==> src/branch_logic_pkg.sv <==
// constants shared by the branch and condition-logic unit
// assumes a 64-bit core with a 32-bit register slave on AHB-Lite
package branch_logic_pkg;

   // widths
   localparam int ADDR_W  = 64;
   localparam int COND_W  = 32;
   localparam int SEL_W   = 5;
   localparam int FIELD_W = 3;
   localparam int OP_W    = 4;
   localparam int OPT_W   = 5;

   // decoded operation codes presented by instruction decode
   localparam logic [3:0] OP_IDLE       = 4'h0;
   localparam logic [3:0] OP_BR_UNCOND  = 4'h1;
   localparam logic [3:0] OP_BR_COND    = 4'h2;
   localparam logic [3:0] OP_BR_RET     = 4'h3;
   localparam logic [3:0] OP_BR_CNT     = 4'h4;
   localparam logic [3:0] OP_CR_ORC     = 4'h5;
   localparam logic [3:0] OP_CR_AND     = 4'h8;
   localparam logic [3:0] OP_CR_OR      = 4'h9;
   localparam logic [3:0] OP_CR_XOR     = 4'ha;
   localparam logic [3:0] OP_CR_NAND    = 4'hb;
   localparam logic [3:0] OP_CR_NOR     = 4'hc;
   localparam logic [3:0] OP_CR_EQV     = 4'hd;
   localparam logic [3:0] OP_CR_ANDC    = 4'he;
   localparam logic [3:0] OP_CR_MOVE    = 4'hf;

   // option field bit positions (msb is the first option bit)
   localparam int OPT_NO_COND    = 4;
   localparam int OPT_COND_TRUE  = 3;
   localparam int OPT_NO_DEC     = 2;
   localparam int OPT_ZERO_TEST  = 1;
   localparam int OPT_HINT       = 0;

   // register byte offsets
   localparam logic [7:0] OFF_COND   = 8'h00;
   localparam logic [7:0] OFF_RET_LO = 8'h04;
   localparam logic [7:0] OFF_RET_HI = 8'h08;
   localparam logic [7:0] OFF_CNT_LO = 8'h0c;
   localparam logic [7:0] OFF_CNT_HI = 8'h10;
   localparam logic [7:0] OFF_CTRL   = 8'h14;
   localparam logic [7:0] OFF_STAT   = 8'h18;

   // field positions
   localparam int CTRL_MODE32_BIT  = 0;
   localparam int STAT_TAKEN_BIT   = 0;
   localparam int STAT_ILLEGAL_BIT = 1;

   // reset values
   localparam logic [31:0] COND_RST = 32'h0000_0000;
   localparam logic [63:0] RET_RST  = 64'h0000_0000_0000_0000;
   localparam logic [63:0] CNT_RST  = 64'h0000_0000_0000_0000;
   localparam logic [31:0] CTRL_RST = 32'h0000_0000;

   // address arithmetic
   localparam logic [63:0] INSTR_BYTES  = 64'h0000_0000_0000_0004;
   localparam logic [63:0] ALIGN_MASK   = 64'hffff_ffff_ffff_fffc;
   localparam logic [63:0] LOW_HALF     = 64'h0000_0000_ffff_ffff;

   // bus encodings
   localparam logic [1:0] HTRANS_NONSEQ = 2'b10;
   localparam logic       HRESP_OKAY    = 1'b0;

endpackage : branch_logic_pkg

==> src/branch_and_cond_logic_unit.sv <==
// branch and condition-logic unit: targets, conditions, condition register
// assumes decoded operands arrive synchronously, one issue per valid cycle;
// registers are reached by an AHB-Lite master with single word transfers
//
// The implementer's own choices: the AHB-Lite slave port and the address map.
`timescale 1ns/1ps
module branch_and_cond_logic_unit (
   // clock and reset
   input  wire logic        sys_clk_in,
   input  wire logic        rst_in,
   // AHB-Lite slave
   input  wire logic        hsel_in,
   input  wire logic [31:0] haddr_in,
   input  wire logic [1:0]  htrans_in,
   input  wire logic        hwrite_in,
   input  wire logic [2:0]  hsize_in,
   input  wire logic [31:0] hwdata_in,
   input  wire logic        hready_in,
   output logic [31:0]      hrdata_out,
   output logic             hreadyout_out,
   output logic             hresp_out,
   // decoded instruction from decode
   input  wire logic        issue_valid_in,
   input  wire logic [3:0]  op_in,
   input  wire logic        absolute_in,
   input  wire logic        link_in,
   input  wire logic [4:0]  branch_option_field_in,
   input  wire logic [4:0]  cond_selector_in,
   input  wire logic [4:0]  src_bit_first_in,
   input  wire logic [4:0]  src_bit_second_in,
   input  wire logic [4:0]  dest_cond_bit_in,
   input  wire logic [2:0]  src_field_in,
   input  wire logic [2:0]  dest_field_in,
   input  wire logic [63:0] instr_addr_in,
   input  wire logic [63:0] disp_in,
   // result toward fetch and exception logic
   output logic             result_valid_out,
   output logic [63:0]      fetch_addr_out,
   output logic             taken_out,
   output logic             illegal_out
);

   // architectural state
   logic [31:0] condition_reg_q;
   logic [63:0] return_addr_reg_q;
   logic [63:0] loop_count_reg_q;
   logic [31:0] ctrl_q;
   // bus data-phase state
   logic        wr_pend_q;
   logic        rd_pend_q;
   logic [7:0]  bus_addr_q;
   // decode results
   logic        is_branch;
   logic        is_crlog;
   logic        illegal_d;
   logic        sel_bit;
   logic        eval_taken;
   logic        eval_dec;
   logic [63:0] count_next;
   logic [63:0] target_d;
   logic [63:0] seq_addr;
   logic        taken_d;
   logic        mode32;
   logic        do_branch;
   logic        do_crlog;
   logic [31:0] cond_next;
   logic        logic_res;

   assign mode32 = ctrl_q[branch_logic_pkg::CTRL_MODE32_BIT];

   // condition bit 0 is the most significant bit of the register
   function automatic logic cond_bit(input logic [31:0] cr,
                                     input logic [4:0]  idx);
      cond_bit = cr[5'd31 - idx];
   endfunction : cond_bit

   // register-indirect target: word aligned, upper half cut in 32-bit mode
   function automatic logic [63:0] indirect_target(input logic [63:0] src,
                                                   input logic        m32);
      logic [63:0] t;
      t = src & branch_logic_pkg::ALIGN_MASK;
      indirect_target = m32 ? (t & branch_logic_pkg::LOW_HALF) : t;
   endfunction : indirect_target

   // bit operation of the condition-logic group
   function automatic logic cond_logic(input logic [3:0] op,
                                       input logic       a,
                                       input logic       b);
      case (op)
         branch_logic_pkg::OP_CR_AND:  cond_logic = a & b;
         branch_logic_pkg::OP_CR_OR:   cond_logic = a | b;
         branch_logic_pkg::OP_CR_XOR:  cond_logic = a ^ b;
         branch_logic_pkg::OP_CR_NAND: cond_logic = ~(a & b);
         branch_logic_pkg::OP_CR_NOR:  cond_logic = ~(a | b);
         branch_logic_pkg::OP_CR_EQV:  cond_logic = ~(a ^ b);
         branch_logic_pkg::OP_CR_ANDC: cond_logic = a & ~b;
         branch_logic_pkg::OP_CR_ORC:  cond_logic = a | ~b;
         // field move and the branch codes never use this result
         default:                      cond_logic = 1'b0;
      endcase
   endfunction : cond_logic

   // condition evaluation for the three conditional families
   branch_cond_eval #(
      .CNT_W          (64)
   ) u_eval (
      .sys_clk_in     (sys_clk_in),
      .rst_in         (rst_in),
      .option_in      (branch_option_field_in),
      .cond_bit_in    (sel_bit),
      .count_in       (loop_count_reg_q),
      .mode32_in      (mode32),
      .uncond_in      (op_in == branch_logic_pkg::OP_BR_UNCOND),
      .taken_out      (eval_taken),
      .dec_out        (eval_dec),
      .count_next_out (count_next)
   );

   // decode, legality and target selection
   always_comb
   begin
      is_branch = (op_in >= branch_logic_pkg::OP_BR_UNCOND) &&
                  (op_in <= branch_logic_pkg::OP_BR_CNT);
      is_crlog  = (op_in >= branch_logic_pkg::OP_CR_AND) ||
                  (op_in == branch_logic_pkg::OP_CR_ORC);
      sel_bit   = cond_bit(condition_reg_q, cond_selector_in);
      illegal_d = ((op_in == branch_logic_pkg::OP_BR_CNT) &&
                   !branch_option_field_in[branch_logic_pkg::OPT_NO_DEC])
                  || (is_crlog && link_in)
                  || (!is_branch && !is_crlog &&
                      (op_in != branch_logic_pkg::OP_IDLE));
      seq_addr  = instr_addr_in + branch_logic_pkg::INSTR_BYTES;
      case (op_in)
         branch_logic_pkg::OP_BR_RET:
            target_d = indirect_target(return_addr_reg_q, mode32);
         branch_logic_pkg::OP_BR_CNT:
            target_d = indirect_target(loop_count_reg_q, mode32);
         default:
            target_d = absolute_in ? disp_in
                                   : instr_addr_in + disp_in;
      endcase
      do_branch = issue_valid_in && is_branch && !illegal_d;
      do_crlog  = issue_valid_in && is_crlog && !illegal_d;
      taken_d   = do_branch && eval_taken;
   end

   // new condition register value for logic ops and field moves
   always_comb
   begin
      cond_next = condition_reg_q;
      logic_res = cond_logic(op_in,
                             cond_bit(condition_reg_q, src_bit_first_in),
                             cond_bit(condition_reg_q, src_bit_second_in));
      if (op_in == branch_logic_pkg::OP_CR_MOVE)
      begin
         cond_next[5'(28) - 5'({dest_field_in, 2'b00}) +: 4] =
            condition_reg_q[5'(28) - 5'({src_field_in, 2'b00}) +: 4];
      end
      else
      begin
         cond_next[5'd31 - dest_cond_bit_in] = logic_res;
      end
   end

   // bus address phase captured; slave never stalls
   always_ff @(posedge sys_clk_in or posedge rst_in)
   begin
      if (rst_in)
      begin
         wr_pend_q  <= 1'b0;
         rd_pend_q  <= 1'b0;
         bus_addr_q <= 8'h00;
      end
      else if (hready_in)
      begin
         wr_pend_q  <= hsel_in && htrans_in[1] && hwrite_in;
         rd_pend_q  <= hsel_in && htrans_in[1] && !hwrite_in;
         bus_addr_q <= haddr_in[7:0];
      end
   end

   assign hreadyout_out = 1'b1;
   assign hresp_out     = branch_logic_pkg::HRESP_OKAY;

   // read mux from registered address; unmapped offsets read zero
   always_comb
   begin
      hrdata_out = 32'h0;
      if (rd_pend_q)
      begin
         case (bus_addr_q)
            branch_logic_pkg::OFF_COND:   hrdata_out = condition_reg_q;
            branch_logic_pkg::OFF_RET_LO: hrdata_out = return_addr_reg_q[31:0];
            branch_logic_pkg::OFF_RET_HI: hrdata_out = return_addr_reg_q[63:32];
            branch_logic_pkg::OFF_CNT_LO: hrdata_out = loop_count_reg_q[31:0];
            branch_logic_pkg::OFF_CNT_HI: hrdata_out = loop_count_reg_q[63:32];
            branch_logic_pkg::OFF_CTRL:   hrdata_out = ctrl_q;
            branch_logic_pkg::OFF_STAT:
               hrdata_out = {30'h0, illegal_out, taken_out};
            default:                      hrdata_out = 32'h0;
         endcase
      end
   end

   // condition register; an instruction wins over a bus write that cycle
   always_ff @(posedge sys_clk_in or posedge rst_in)
   begin
      if (rst_in)
         condition_reg_q <= branch_logic_pkg::COND_RST;
      else if (do_crlog)
         condition_reg_q <= cond_next;
      else if (wr_pend_q && bus_addr_q == branch_logic_pkg::OFF_COND)
         condition_reg_q <= hwdata_in;
   end

   // return address: target was already taken from the old value above
   always_ff @(posedge sys_clk_in or posedge rst_in)
   begin
      if (rst_in)
         return_addr_reg_q <= branch_logic_pkg::RET_RST;
      else if (do_branch && link_in)
         return_addr_reg_q <= seq_addr;
      else if (wr_pend_q && bus_addr_q == branch_logic_pkg::OFF_RET_LO)
         return_addr_reg_q <= {return_addr_reg_q[63:32], hwdata_in};
      else if (wr_pend_q && bus_addr_q == branch_logic_pkg::OFF_RET_HI)
         return_addr_reg_q <= {hwdata_in, return_addr_reg_q[31:0]};
   end

   // loop count: decrement on every legal branch that asks for it
   always_ff @(posedge sys_clk_in or posedge rst_in)
   begin
      if (rst_in)
         loop_count_reg_q <= branch_logic_pkg::CNT_RST;
      else if (do_branch && eval_dec)
         loop_count_reg_q <= count_next;
      else if (wr_pend_q && bus_addr_q == branch_logic_pkg::OFF_CNT_LO)
         loop_count_reg_q <= {loop_count_reg_q[63:32], hwdata_in};
      else if (wr_pend_q && bus_addr_q == branch_logic_pkg::OFF_CNT_HI)
         loop_count_reg_q <= {hwdata_in, loop_count_reg_q[31:0]};
   end

   // control register: mode bit only
   always_ff @(posedge sys_clk_in or posedge rst_in)
   begin
      if (rst_in)
         ctrl_q <= branch_logic_pkg::CTRL_RST;
      else if (wr_pend_q && bus_addr_q == branch_logic_pkg::OFF_CTRL)
         ctrl_q <= {31'h0, hwdata_in[branch_logic_pkg::CTRL_MODE32_BIT]};
   end

   // result toward fetch, one cycle after issue
   always_ff @(posedge sys_clk_in or posedge rst_in)
   begin
      if (rst_in)
      begin
         result_valid_out <= 1'b0;
         fetch_addr_out   <= 64'h0;
         taken_out        <= 1'b0;
         illegal_out      <= 1'b0;
      end
      else
      begin
         result_valid_out <= issue_valid_in;
         if (issue_valid_in)
         begin
            fetch_addr_out <= taken_d ? target_d : seq_addr;
            taken_out      <= taken_d;
            illegal_out    <= illegal_d;
         end
      end
   end
endmodule : branch_and_cond_logic_unit

==> src/branch_cond_eval.sv <==
// branch condition evaluator: option field, selected condition bit, count
// assumes operands are stable for the issue cycle; purely combinational
`timescale 1ns/1ps
module branch_cond_eval #(
   parameter int CNT_W = 64
) (
   // clock for the embedded checks only
   input  wire logic             sys_clk_in,
   input  wire logic             rst_in,
   // operands
   input  wire logic [4:0]       option_in,
   input  wire logic             cond_bit_in,
   input  wire logic [CNT_W-1:0] count_in,
   input  wire logic             mode32_in,
   input  wire logic             uncond_in,
   // results
   output logic                  taken_out,
   output logic                  dec_out,
   output logic [CNT_W-1:0]      count_next_out
);

   logic cnt_zero;
   logic cond_ok;
   logic cnt_ok;

   // decrement always spans the whole count; only the test narrows
   assign dec_out = !uncond_in && !option_in[branch_logic_pkg::OPT_NO_DEC];
   assign count_next_out = dec_out ? count_in - CNT_W'(1) : count_in;
   assign cnt_zero = mode32_in ? (count_next_out[31:0] == 32'h0)
                               : (count_next_out == '0);

   // hint bit is never looked at; ignored positions fall out of the terms
   assign cond_ok = option_in[branch_logic_pkg::OPT_NO_COND] ||
      (cond_bit_in == option_in[branch_logic_pkg::OPT_COND_TRUE]);
   assign cnt_ok = option_in[branch_logic_pkg::OPT_NO_DEC] ||
      (cnt_zero == option_in[branch_logic_pkg::OPT_ZERO_TEST]);
   assign taken_out = uncond_in || (cond_ok && cnt_ok);
endmodule : branch_cond_eval

==> config.mk <==
export PLATFORM = sky130hd
export DESIGN_NAME = branch_and_cond_logic_unit
export DESIGN_NICKNAME = d
export VERILOG_FILES = /design/src/branch_logic_pkg.sv /design/src/branch_and_cond_logic_unit.sv /design/src/branch_cond_eval.sv
export SDC_FILE = /design/constraint.sdc
export NUM_CORES = 1
export LEC_CHECK = 0
export ABC_AREA = 1
export ABC_CLOCK_PERIOD_IN_PS = 6450
export BUFFER_PORTS_ARGS = -buffer_cell sky130_fd_sc_hd__buf_2
export CAP_MARGIN = 20
export CORE_ASPECT_RATIO = 1.2
export CORE_MARGIN = 2
export CORE_UTILIZATION = 29
export DETAILED_ROUTE_END_ITERATION = 10
export GPL_TIMING_DRIVEN = 1
export RECOVER_POWER = 25
export SYNTH_ARGS = -nofsm -noshare
export SYNTH_HDL_FRONTEND = slang
export SYNTH_SLANG_ARGS = --single-unit
export TNS_END_PERCENT = 50
==> constraint.sdc <==
create_clock -name sys_clk_in -period 6.45 [get_ports sys_clk_in]
set_clock_uncertainty 0.2 [all_clocks]
set_input_delay 0.3225 -clock sys_clk_in [delete_from_list [all_inputs] [get_ports sys_clk_in]]
set_output_delay 0.3225 -clock sys_clk_in [all_outputs]
set_load 0.05 [all_outputs]
* Yosys cells after proc, flatten, opt, wreduce, memory -nomap -nowiden
Index checks and enable logic that the tools add are counted.
** Operators by class
- $add $sub $neg :: 10
- Multiply operators :: 0
- Divide/modulo/power cells :: 0
- Order comparisons :: 8
- Equal/unequal tests :: 22
- Shift-type cells :: 3
- Mux-type cells :: 29
- Bitwise logic cells :: 9
- Reduce and logical (&&, ||, !) cells :: 47
** Operators by type and width (number)
- $mux 64 :: 11
- $pmux 32 s7 :: 1
- $mux 32 :: 4
- $pmux 64 s2 :: 1
- $add 64x3->64 const B :: 1
- $add 64x64->64 :: 1
- $bwmux 32 :: 2
- $logic_not 64->1 :: 1
- $sub 64x1->64 const B :: 1
- $eq 4x4->1 const B :: 8
- $logic_not 32->1 :: 1
- $shift 4x7->32 const A :: 1
- $shiftx 32x6->4 :: 1
- $shiftx 4x7->32 :: 1
- $sub 5x5->5 const A :: 6
- $eq 8x5->1 const B :: 3
- $logic_and 1x1->1 :: 24
- $lt 5x6->1 const B :: 4
- $eq 8x4->1 const B :: 2
- $bmux 1 s5 :: 3
- $reduce_bool 2->1 :: 5
- $eq 4x3->1 const B :: 2
- $eq 8x3->1 const B :: 1
- $logic_not 8->1 :: 1
- 20 further kinds :: 42
** Storage, ports and cells
- Bits in registers :: 238
- Latch bits :: 0
- Bits in writable memories :: 0
- ROM bits :: 0
- Output and inout bits :: 101
- Word-level logic and storage cells :: 141
- Memories kept :: 0

* Depth between registers and ports, before layout
Gate-level depths: netlist (run 1).
- Depth after elaboration :: 12
- Mapped depth :: 25
- Depth with buffers taken out :: 24

* Modules after synthesis
From an unflattened synthesis (run 1), not the netlist that was laid out.
** Second synthesis, totals
- Cells, all modules :: 4617
- Area, all modules :: 26322.7 µm²
** Modules (own cells, without submodules)
- branch_and_cond_logic_unit :: instances 1, cells an instance 4068, area an instance 23771.5 µm², sequential area each 5955.7 µm²
- branch_cond_eval :: instances 1, cells an instance 549, area an instance 2551.2 µm², sequential area each 0.0 µm²

* Least setup slack after synthesis (run 1)
OpenSTA, ideal clock, no wires.
- Path type :: input-to-reg
- From :: input src_bit_second_in[0]
- To :: register condition_reg_q[16]
- Library setup time :: 0.126 ns
- Arrival time :: 3.174 ns
- Slack :: 2.950 ns
- Stages :: 20
- Path buffers :: 3
- Cells stage by stage :: clkbuf_1 -> clkbuf_1 -> o21ai_0 -> o221ai_1 -> a32o_1 -> inv_1 -> o21ai_0 -> inv_1 -> ha_1 -> nand2_1 -> o21ai_0 -> o211ai_1 -> o211ai_1 -> nand2_1 -> clkinv_1 -> clkbuf_1 -> nand2_1 -> o221ai_1 -> nand2_1 -> o21ai_0
** On the way
- Longest elaborated chain between the ends :: 9
- Elaborated cells on any way between the ends :: 16
- Classes of those cells :: add/sub: 1; mux: 6; bitwise: 9
** RTL lines
- from (decl) :: line branch_and_cond_logic_unit.sv:30 : input wire logic [4:0] src_bit_second_in,
- $sub 5x5->5 * :: line branch_and_cond_logic_unit.sv:74 : cond_bit = cr[5'd31 - idx];
- $bmux 1 s5 * :: line branch_and_cond_logic_unit.sv:74
- $mux 1 (not written as such) * :: line branch_and_cond_logic_unit.sv:74
- $not 1->1, or another cell as far along :: line branch_and_cond_logic_unit.sv:96, branch_and_cond_logic_unit.sv:97
- $or 1x1->1, or another cell as far along :: line branch_and_cond_logic_unit.sv:97 : branch_logic_pkg::OP_CR_ORC: cond_logic = a | ~b;
- $pmux 1 s8 * :: line branch_and_cond_logic_unit.sv:89 : case (op)
- $bwmux 32 * :: line branch_and_cond_logic_unit.sv:161 : cond_next[5'd31 - dest_cond_bit_in] = logic_res;
- $mux 32 * :: line branch_and_cond_logic_unit.sv:154 : if (op_in == branch_logic_pkg::OP_CR_MOVE)
- $mux 32 * :: line branch_and_cond_logic_unit.sv:210 : else if (do_crlog)
- to (signal assigned) :: line branch_and_cond_logic_unit.sv:209 : condition_reg_q <= branch_logic_pkg::COND_RST;
- to (signal assigned) :: line branch_and_cond_logic_unit.sv:211 : condition_reg_q <= cond_next;
- to (signal assigned) :: line branch_and_cond_logic_unit.sv:213 : condition_reg_q <= hwdata_in;
- to (decl) :: line branch_and_cond_logic_unit.sv:44 : logic [31:0] condition_reg_q;
Every way passes the cells marked *; elsewhere a longest branch is shown, timed or not. The select of a mux whose other input is x is not followed.
A chain may end at the register's enable or synchronous reset.

* Final worst setup path (run 1)
- From :: input issue_valid_in
- To :: register fetch_addr_out[1]
** On the way
- Longest elaborated chain between the ends :: 4
** RTL lines
- from (decl) :: line branch_and_cond_logic_unit.sv:23 : input wire logic issue_valid_in,
- $logic_and 1x1->1 (2 in a row) :: line branch_and_cond_logic_unit.sv:142 : do_branch = issue_valid_in && is_branch && !illegal_d;
- $logic_and 1x1->1 :: line branch_and_cond_logic_unit.sv:144 : taken_d = do_branch && eval_taken;
- $mux 64 :: line branch_and_cond_logic_unit.sv:266 : fetch_addr_out <= taken_d ? target_d : seq_addr;
- to (signal assigned) :: line branch_and_cond_logic_unit.sv:266
- to (decl) :: line branch_and_cond_logic_unit.sv:38 : output logic [63:0] fetch_addr_out,
Several ways; a longest one is shown, not always the timed one.

==> impl_metrics.yaml, run 1 <==
synthesis:
  ys_seq_elements: 238
  ys_seq_area_frac: 0.2423
  netlist-cell-type-count: 54
  avgSynthCellArea_um2: 5.972
  synth_ff_type: "dfrtp_1"
  async_flop_share: 1.000
  syn_nets: 4428
  ys_warn_count: 0
  syn_area_um2: 24580
  synthCells: 4116
  synth-edff-count: 0
critical_path:
  reg2reg_from: "loop_count_reg_q[0]"
  cp-start-kind: "input pin"
  critPathLaunch: "issue_valid_in"
  critPathCaptureType: "register"
  worstPathArrival_ns: 5.76
  path_class: "input pin to register"
  cp.required_ns: 6.72
  critical_path.max_fanout: 67
power_and_ir_drop:
  p_int_w: 0.003510
  seqPwrFrac: 0.343
  clockPowerShare: 0.257
  powerDensity_nw_per_um2: 232.5
  power_frac_comb: 0.400
  worst_ir_drop_vdd_mv: 0.1946
  switching_share: 0.4731
  p_leak_nw: 13.08
  p_sw_w: 0.003151
sta:
  slew_headroom: -1.530
  tightest_slew_ns: 3.795
  finalSetupViolations: 0
  final_max_slew_viol_count: 68
  fmax_mhz: 182.2
  period_minus_slack_ns: 5.488
  hold_viol_final: 0
  tns_ns: 0
  final.period_utilization: 0.8509
  grt_setup_unrepaired: "no"
global_route:
  antenna_found_initial: 12
  grt-ovfl-total: 0
  grt_pass1_vias: 29495
  gr-usage-all-layers: 0.3388
  grt_pass1_wl_mm: 213.1
  grt_start_max_net_pins: 153
layout:
  syn_to_final_growth_pct: 16.53
  final_nets: 4710
  layout-drive-gt1-share: 0.08039
  design_area_um2: 28640
  fill_cells: 9640
route:
  ant_nets: 0
  dr.pass1.iters: 7
  drcViolationCount: 0
  wirelength_mm: 152.8
  vias: 30957
  dr.first_iter.drc_count: 3455
  via_per_inst: 5.585
  wl_per_cell_um: 27.56
place:
  io_buffers: 309
  place.gp.congestion: 1.063
  placed_area_um2: 27220
  place_hpwl_mm: 123.7
clock_tree:
  numCtsBuffers: 29
  tritoncts: "done"
  post_cts_buffers: 0
  htreeDepth: 1
  clkTransAtPathRegs_ns: 0.07
  cts_root_buf: "clkbuf_16"
  cts_max_path_buffers: 3
  insertion_delay_ns: 0.61
  clkSinkCount: 238
floorplanning:
  rows: 116
  ios: 341
  die_x_um: 269.8
  die_area_um2: 87120
  core_area_um2: 83750
  die_y_um: 322.9
  initial_core_util: 0.2935
outcome:
  violations: "max-capacitance violations, max-slew violations"
  outcome: "finished, violations left"
min_path:
  worstHoldStart: "hready_in"
  hp-class: "input pin to register"
job:
  cap_violations: 1
## flip-flops by register name, summed over array words and instances, names as in the netlist
register,cells
bus_addr_q,8
condition_reg_q,32
ctrl_q,1
fetch_addr_out,64
illegal_out,1
loop_count_reg_q,64
rd_pend_q,1
result_valid_out,1
return_addr_reg_q,64
taken_out,1
wr_pend_q,1
## cell families (layout without fill, tap and decap cells)
family / count (synthesis) / in the layout / share of synthesized area
AND/OR/NAND/NOR: 2020 / 2020 / 0.3389
AO/OA/AOI/OAI: 928 / 928 / 0.2282
buffers and inverters: 757 / 1057 / 0.1177
flip-flops: 238 / 238 / 0.2423
XOR/XNOR: 96 / 96 / 0.03421
adder cells (fa/ha/maj): 72 / 72 / 0.03695
multiplexers: 3 / 3 / 0.001374
other: 2 / 8 / 0.0003055
## cell usage after synthesis, types with 38 or more instances
cell | n | area, µm²
o221ai_1 | 75 | 656.9
nand3_1 | 350 | 1752
clkbuf_1 | 118 | 442.9
a21oi_1 | 293 | 1466
ha_1 | 71 | 888.4
nor3_1 | 70 | 350.3
o21ai_0 | 253 | 1266
o22ai_1 | 100 | 625.6
a22oi_1 | 38 | 285.3
dfrtp_1 | 238 | 5956
xor2_1 | 82 | 718.2
o211ai_1 | 38 | 285.3
nor2_1 | 588 | 2207
inv_1 | 595 | 2233
nand2_1 | 930 | 3491
## worst max-delay path, cell delays in order
cell and delay (ns):
dlygate4sd3_1 0.69, buf_2 0.18, clkbuf_1 2.64, inv_2 0.97, buf_4 0.63, nand2_1 0.15, nand2_1 0.06
## per-stage QoR
step	utilization	std cells	total power, W	setup slack [ns]	hold WS, ns
3_5_place_dp	0.3251	5431	0.004843	1.284	0.2617
3_3_place_gp	0.3251	5431	0.004836	1.328	0.2616
5_1_grt	0.3420	5543	0.006920	0.8097	0.008851
2_1_floorplan	-	4116	0.003648	2.808	0.1539
4_1_cts	0.3429	5537	0.006585	1.247	0.001772
6_report	0.3420	5543	0.006661	0.9620	0.01379
## cells in the final DEF, fill, tap and decap left out, types with 57 or more instances in the layout
cell and n:
nand2_1 928, inv_1 591, nor2_1 584, nand3_1 349, a21oi_1 293, o21ai_0 253
buf_2 242, dfrtp_1 238, o22ai_1 100, xor2_1 82, o221ai_1 75, clkbuf_1 74
ha_1 71, nor3_1 70, dlygate4sd3_1 57
## per-layer routing
layer | wire [µm] | track usage | vias to the layer above
met1 | 61520 | 0.4244 | 14662
met3 | 11070 | 0.04484 | 363
met5 | 60 | 0 | -
met2 | 68050 | 0.5462 | 1617
met4 | 12070 | 0.2265 | 8
li1 | - | - | 14307
## power by group through the flow
| stage | combinational [W] | clock (W) | sequential [W] |
|---|---|---|---|
| after floorplan | 0.00144 | 0 | 0.00221 |
| after global placement | 0.00255 | 0 | 0.00229 |
| after detailed placement | 0.00256 | 0 | 0.00229 |
| after CTS | 0.00260 | 0.00172 | 0.00226 |
| after global routing | 0.00286 | 0.00176 | 0.00230 |
| final | 0.00267 | 0.00171 | 0.00228 |
## final cells by class
cell class | count | area, µm² | area share
multi-input combinational | 3121 | 15760 | 0.5501
sequential | 238 | 5956 | 0.2079
timing repair buffer | 402 | 2312 | 0.08072
inverter | 606 | 2276 | 0.07946
tap | 1121 | 1403 | 0.04897
clock buffer | 37 | 775.7 | 0.02708
clock inverter | 12 | 148.9 | 0.005198
antenna | 6 | 15.01 | 0.0005242
## what timing repair did
item,CTS,global route
hold buffers,57,0
gates resized for setup,0,0
hold endpoints to repair,76,0
## path summary, 6_finish.rpt
path                       cells after the start  slack (ns)                  end
hold / removal                                 2        0.01        bus_addr_q[0]
setup / recovery                               7        0.96    fetch_addr_out[1]
hold reg to reg                                2        0.28    fetch_addr_out[3]
max in group asynchronous                      4        4.11   condition_reg_q[4]
min in group asynchronous                      3        0.39  loop_count_reg_q[4]
setup reg to reg                              21        1.11   fetch_addr_out[28]
No activity file was read; power rests on OpenSTA's default activity.
==> run 2, diff against run 1 <==
--- a/config.mk
+++ b/config.mk
@@ -9,11 +9,14 @@
 export ABC_CLOCK_PERIOD_IN_PS = 6450
 export BUFFER_PORTS_ARGS = -buffer_cell sky130_fd_sc_hd__buf_2
 export CAP_MARGIN = 20
+export CELL_PAD_IN_SITES_DETAIL_PLACEMENT = 1
+export CELL_PAD_IN_SITES_GLOBAL_PLACEMENT = 2
 export CORE_ASPECT_RATIO = 1.2
 export CORE_MARGIN = 2
-export CORE_UTILIZATION = 29
+export CORE_UTILIZATION = 28
 export DETAILED_ROUTE_END_ITERATION = 10
 export GPL_TIMING_DRIVEN = 1
+export PLACE_DENSITY_LB_ADDON = 0.1
 export RECOVER_POWER = 25
 export SYNTH_ARGS = -nofsm -noshare
 export SYNTH_HDL_FRONTEND = slang
==> run 2 against run 1 <==
The run still ends with max-capacitance violations, max-slew violations left. Sequential power about the same. Critical path depth unchanged. Cell count increased by 0.56%. Utilization decreased by 1.1 points.
==> impl_metrics.yaml, run 2 (synthesis results as in run 1) <==
critical_path:
  worstPathArrival_ns: 5.85
  worst_path_most_repeated_cell: "nand2_1"
  critical_path.max_fanout: 67
  max_stage_delay_ns: 2.68
  crit_chain: "dlygate4sd3_1 -> buf_2 -> clkbuf_1 -> inv_2 -> buf_4 -> nand2_1 -> nand2_1"
  critPathCaptureType: "register"
  cp.required_ns: 6.68
  path_class: "input pin to register"
  cp-start-kind: "input pin"
  crit_buf_inv: 5
  ff2ff_path_depth: 22
  critPathSlowestCell: "clkbuf_1"
  cp_top_family: "buffers and inverters"
  cp.depth: 7
sta:
  grt_setup_unrepaired: "no"
  final_max_slew_viol_count: 202
  fmax_mhz: 178.0
  final.period_utilization: 0.8711
  slew_headroom: -1.648
  period_minus_slack_ns: 5.619
  tightest_slew_ns: 3.971
  hold_viol_final: 0
  finalSetupViolations: 0
  tns_ns: 0
floorplanning:
  initial_core_util: 0.2812
  ios: 341
  die_y_um: 328.6
  die_area_um2: 90180
  die_x_um: 274.5
  core_area_um2: 87400
  rows: 119
route:
  drcViolationCount: 0
  ant_nets: 0
  wirelength_mm: 161.6
  wl_per_cell_um: 28.98
  dr.first_iter.drc_count: 2841
  vias: 30900
  dr.pass1.iters: 5
  via_per_inst: 5.544
power_and_ir_drop:
  powerDensity_nw_per_um2: 243.3
  design_power_total_w: 0.007033
  p_leak_nw: 13.36
  worst_ir_drop_vdd_mv: 0.1485
layout:
  layout_common_cells: "nand2_1 (927), inv_1 (591), nor2_1 (585), nand3_1 (349), buf_2 (300)"
  largestRegisters: "fetch_addr_out: 64 flops, loop_count_reg_q: 64 flops, return_addr_reg_q: 64 flops"
  final_nets: 4711
  syn_to_final_growth_pct: 17.61
  fin_cells: 5574
  fill_cells: 11644
  design_area_um2: 28910
  final_common_cell: "nand2_1"
  layout-drive-gt1-share: 0.09656
clock_tree:
  cts_root_buf: "clkbuf_16"
  clkTransAtPathRegs_ns: 0.06
  cts_max_path_buffers: 3
  numCtsBuffers: 35
  htreeDepth: 2
  clkSinkCount: 238
  post_cts_buffers: 0
  tritoncts: "done"
  insertion_delay_ns: 0.58
min_path:
  worstHoldPathCells: 4
  hp-class: "input pin to register"
global_route:
  grt-ovfl-total: 0
  gr-usage-all-layers: 0.3508
  grt_pass1_vias: 30845
  grt_start_max_net_pins: 134
  grt_pass1_wl_mm: 225.9
  antenna_found_initial: 5
place:
  place.gp.congestion: 1.045
  place_hpwl_mm: 131.2
  io_buffers: 309
  dp_cells: 5461
  placed_area_um2: 27280
job:
  cap_violations: 2
outcome:
  outcome: "finished, violations left"
  violations: "max-capacitance violations, max-slew violations"
run 2: final cells by class:
type	instances	area, µm²	area share
multi-input cells	3121	15760	0.5452
flip-flops and latches	238	5956	0.2060
repair buffers	397	2315	0.08007
inverters	606	2280	0.07886
well taps	1149	1438	0.04973
clock buffers	52	1072	0.03709
clock inverters	8	78.83	0.002727
diodes	3	7.507	0.0002597
run 2: metal layers:
| metal | wire, µm | track usage | up-vias |
|---|---|---|---|
| met2 | 73520 | 0.5663 | 1097 |
| met5 | 9 | 0 | - |
| li1 | - | - | 14316 |
| met1 | 67670 | 0.4472 | 15189 |
| met4 | 11420 | 0.2129 | 2 |
| met3 | 8943 | 0.04088 | 296 |
run 2: worst paths after layout:
kind,slack [ns],start,end
min in group asynchronous,1.61,rst_in,loop_count_reg_q[7]
hold reg to reg,0.28,fetch_addr_out[19],fetch_addr_out[19]
hold / removal,0.02,instr_addr_in[22],return_addr_reg_q[22]
max in group asynchronous,1.93,rst_in,return_addr_reg_q[14]
setup reg to reg,1.44,loop_count_reg_q[0],fetch_addr_out[26]
setup / recovery,0.83,issue_valid_in,fetch_addr_out[9]
run 2: timing repair:
action	CTS	global route
hold endpoints to repair	173	0
gates resized for setup	0	0
hold buffers	50	0
run 2: power breakdown:
part	switching, W	internal (W)	leakage [nW]	total [W]
Sequential	0.000477	0.00182	2.85	0.00230
Combinational	0.00197	0.000732	9.95	0.00270
Clock	0.000842	0.00119	0.567	0.00203
run 2: worst min-delay path: stages:
cell	delay, ns
buf_2	0.13
xor2_1	0.07
inv_1	0.08
o221ai_1	0.12
run 2: through the flow:
stage	hold WS [ns]	utilization	setup slack, ns
after global routing	0.01509	0.3307	0.6394
final	0.01667	0.3308	0.8315
after global placement	0.2597	0.3121	1.473
after floorplan	0.1539	-	2.808
after CTS	0.0003271	0.3310	1.487
after detailed placement	0.2606	0.3121	1.368
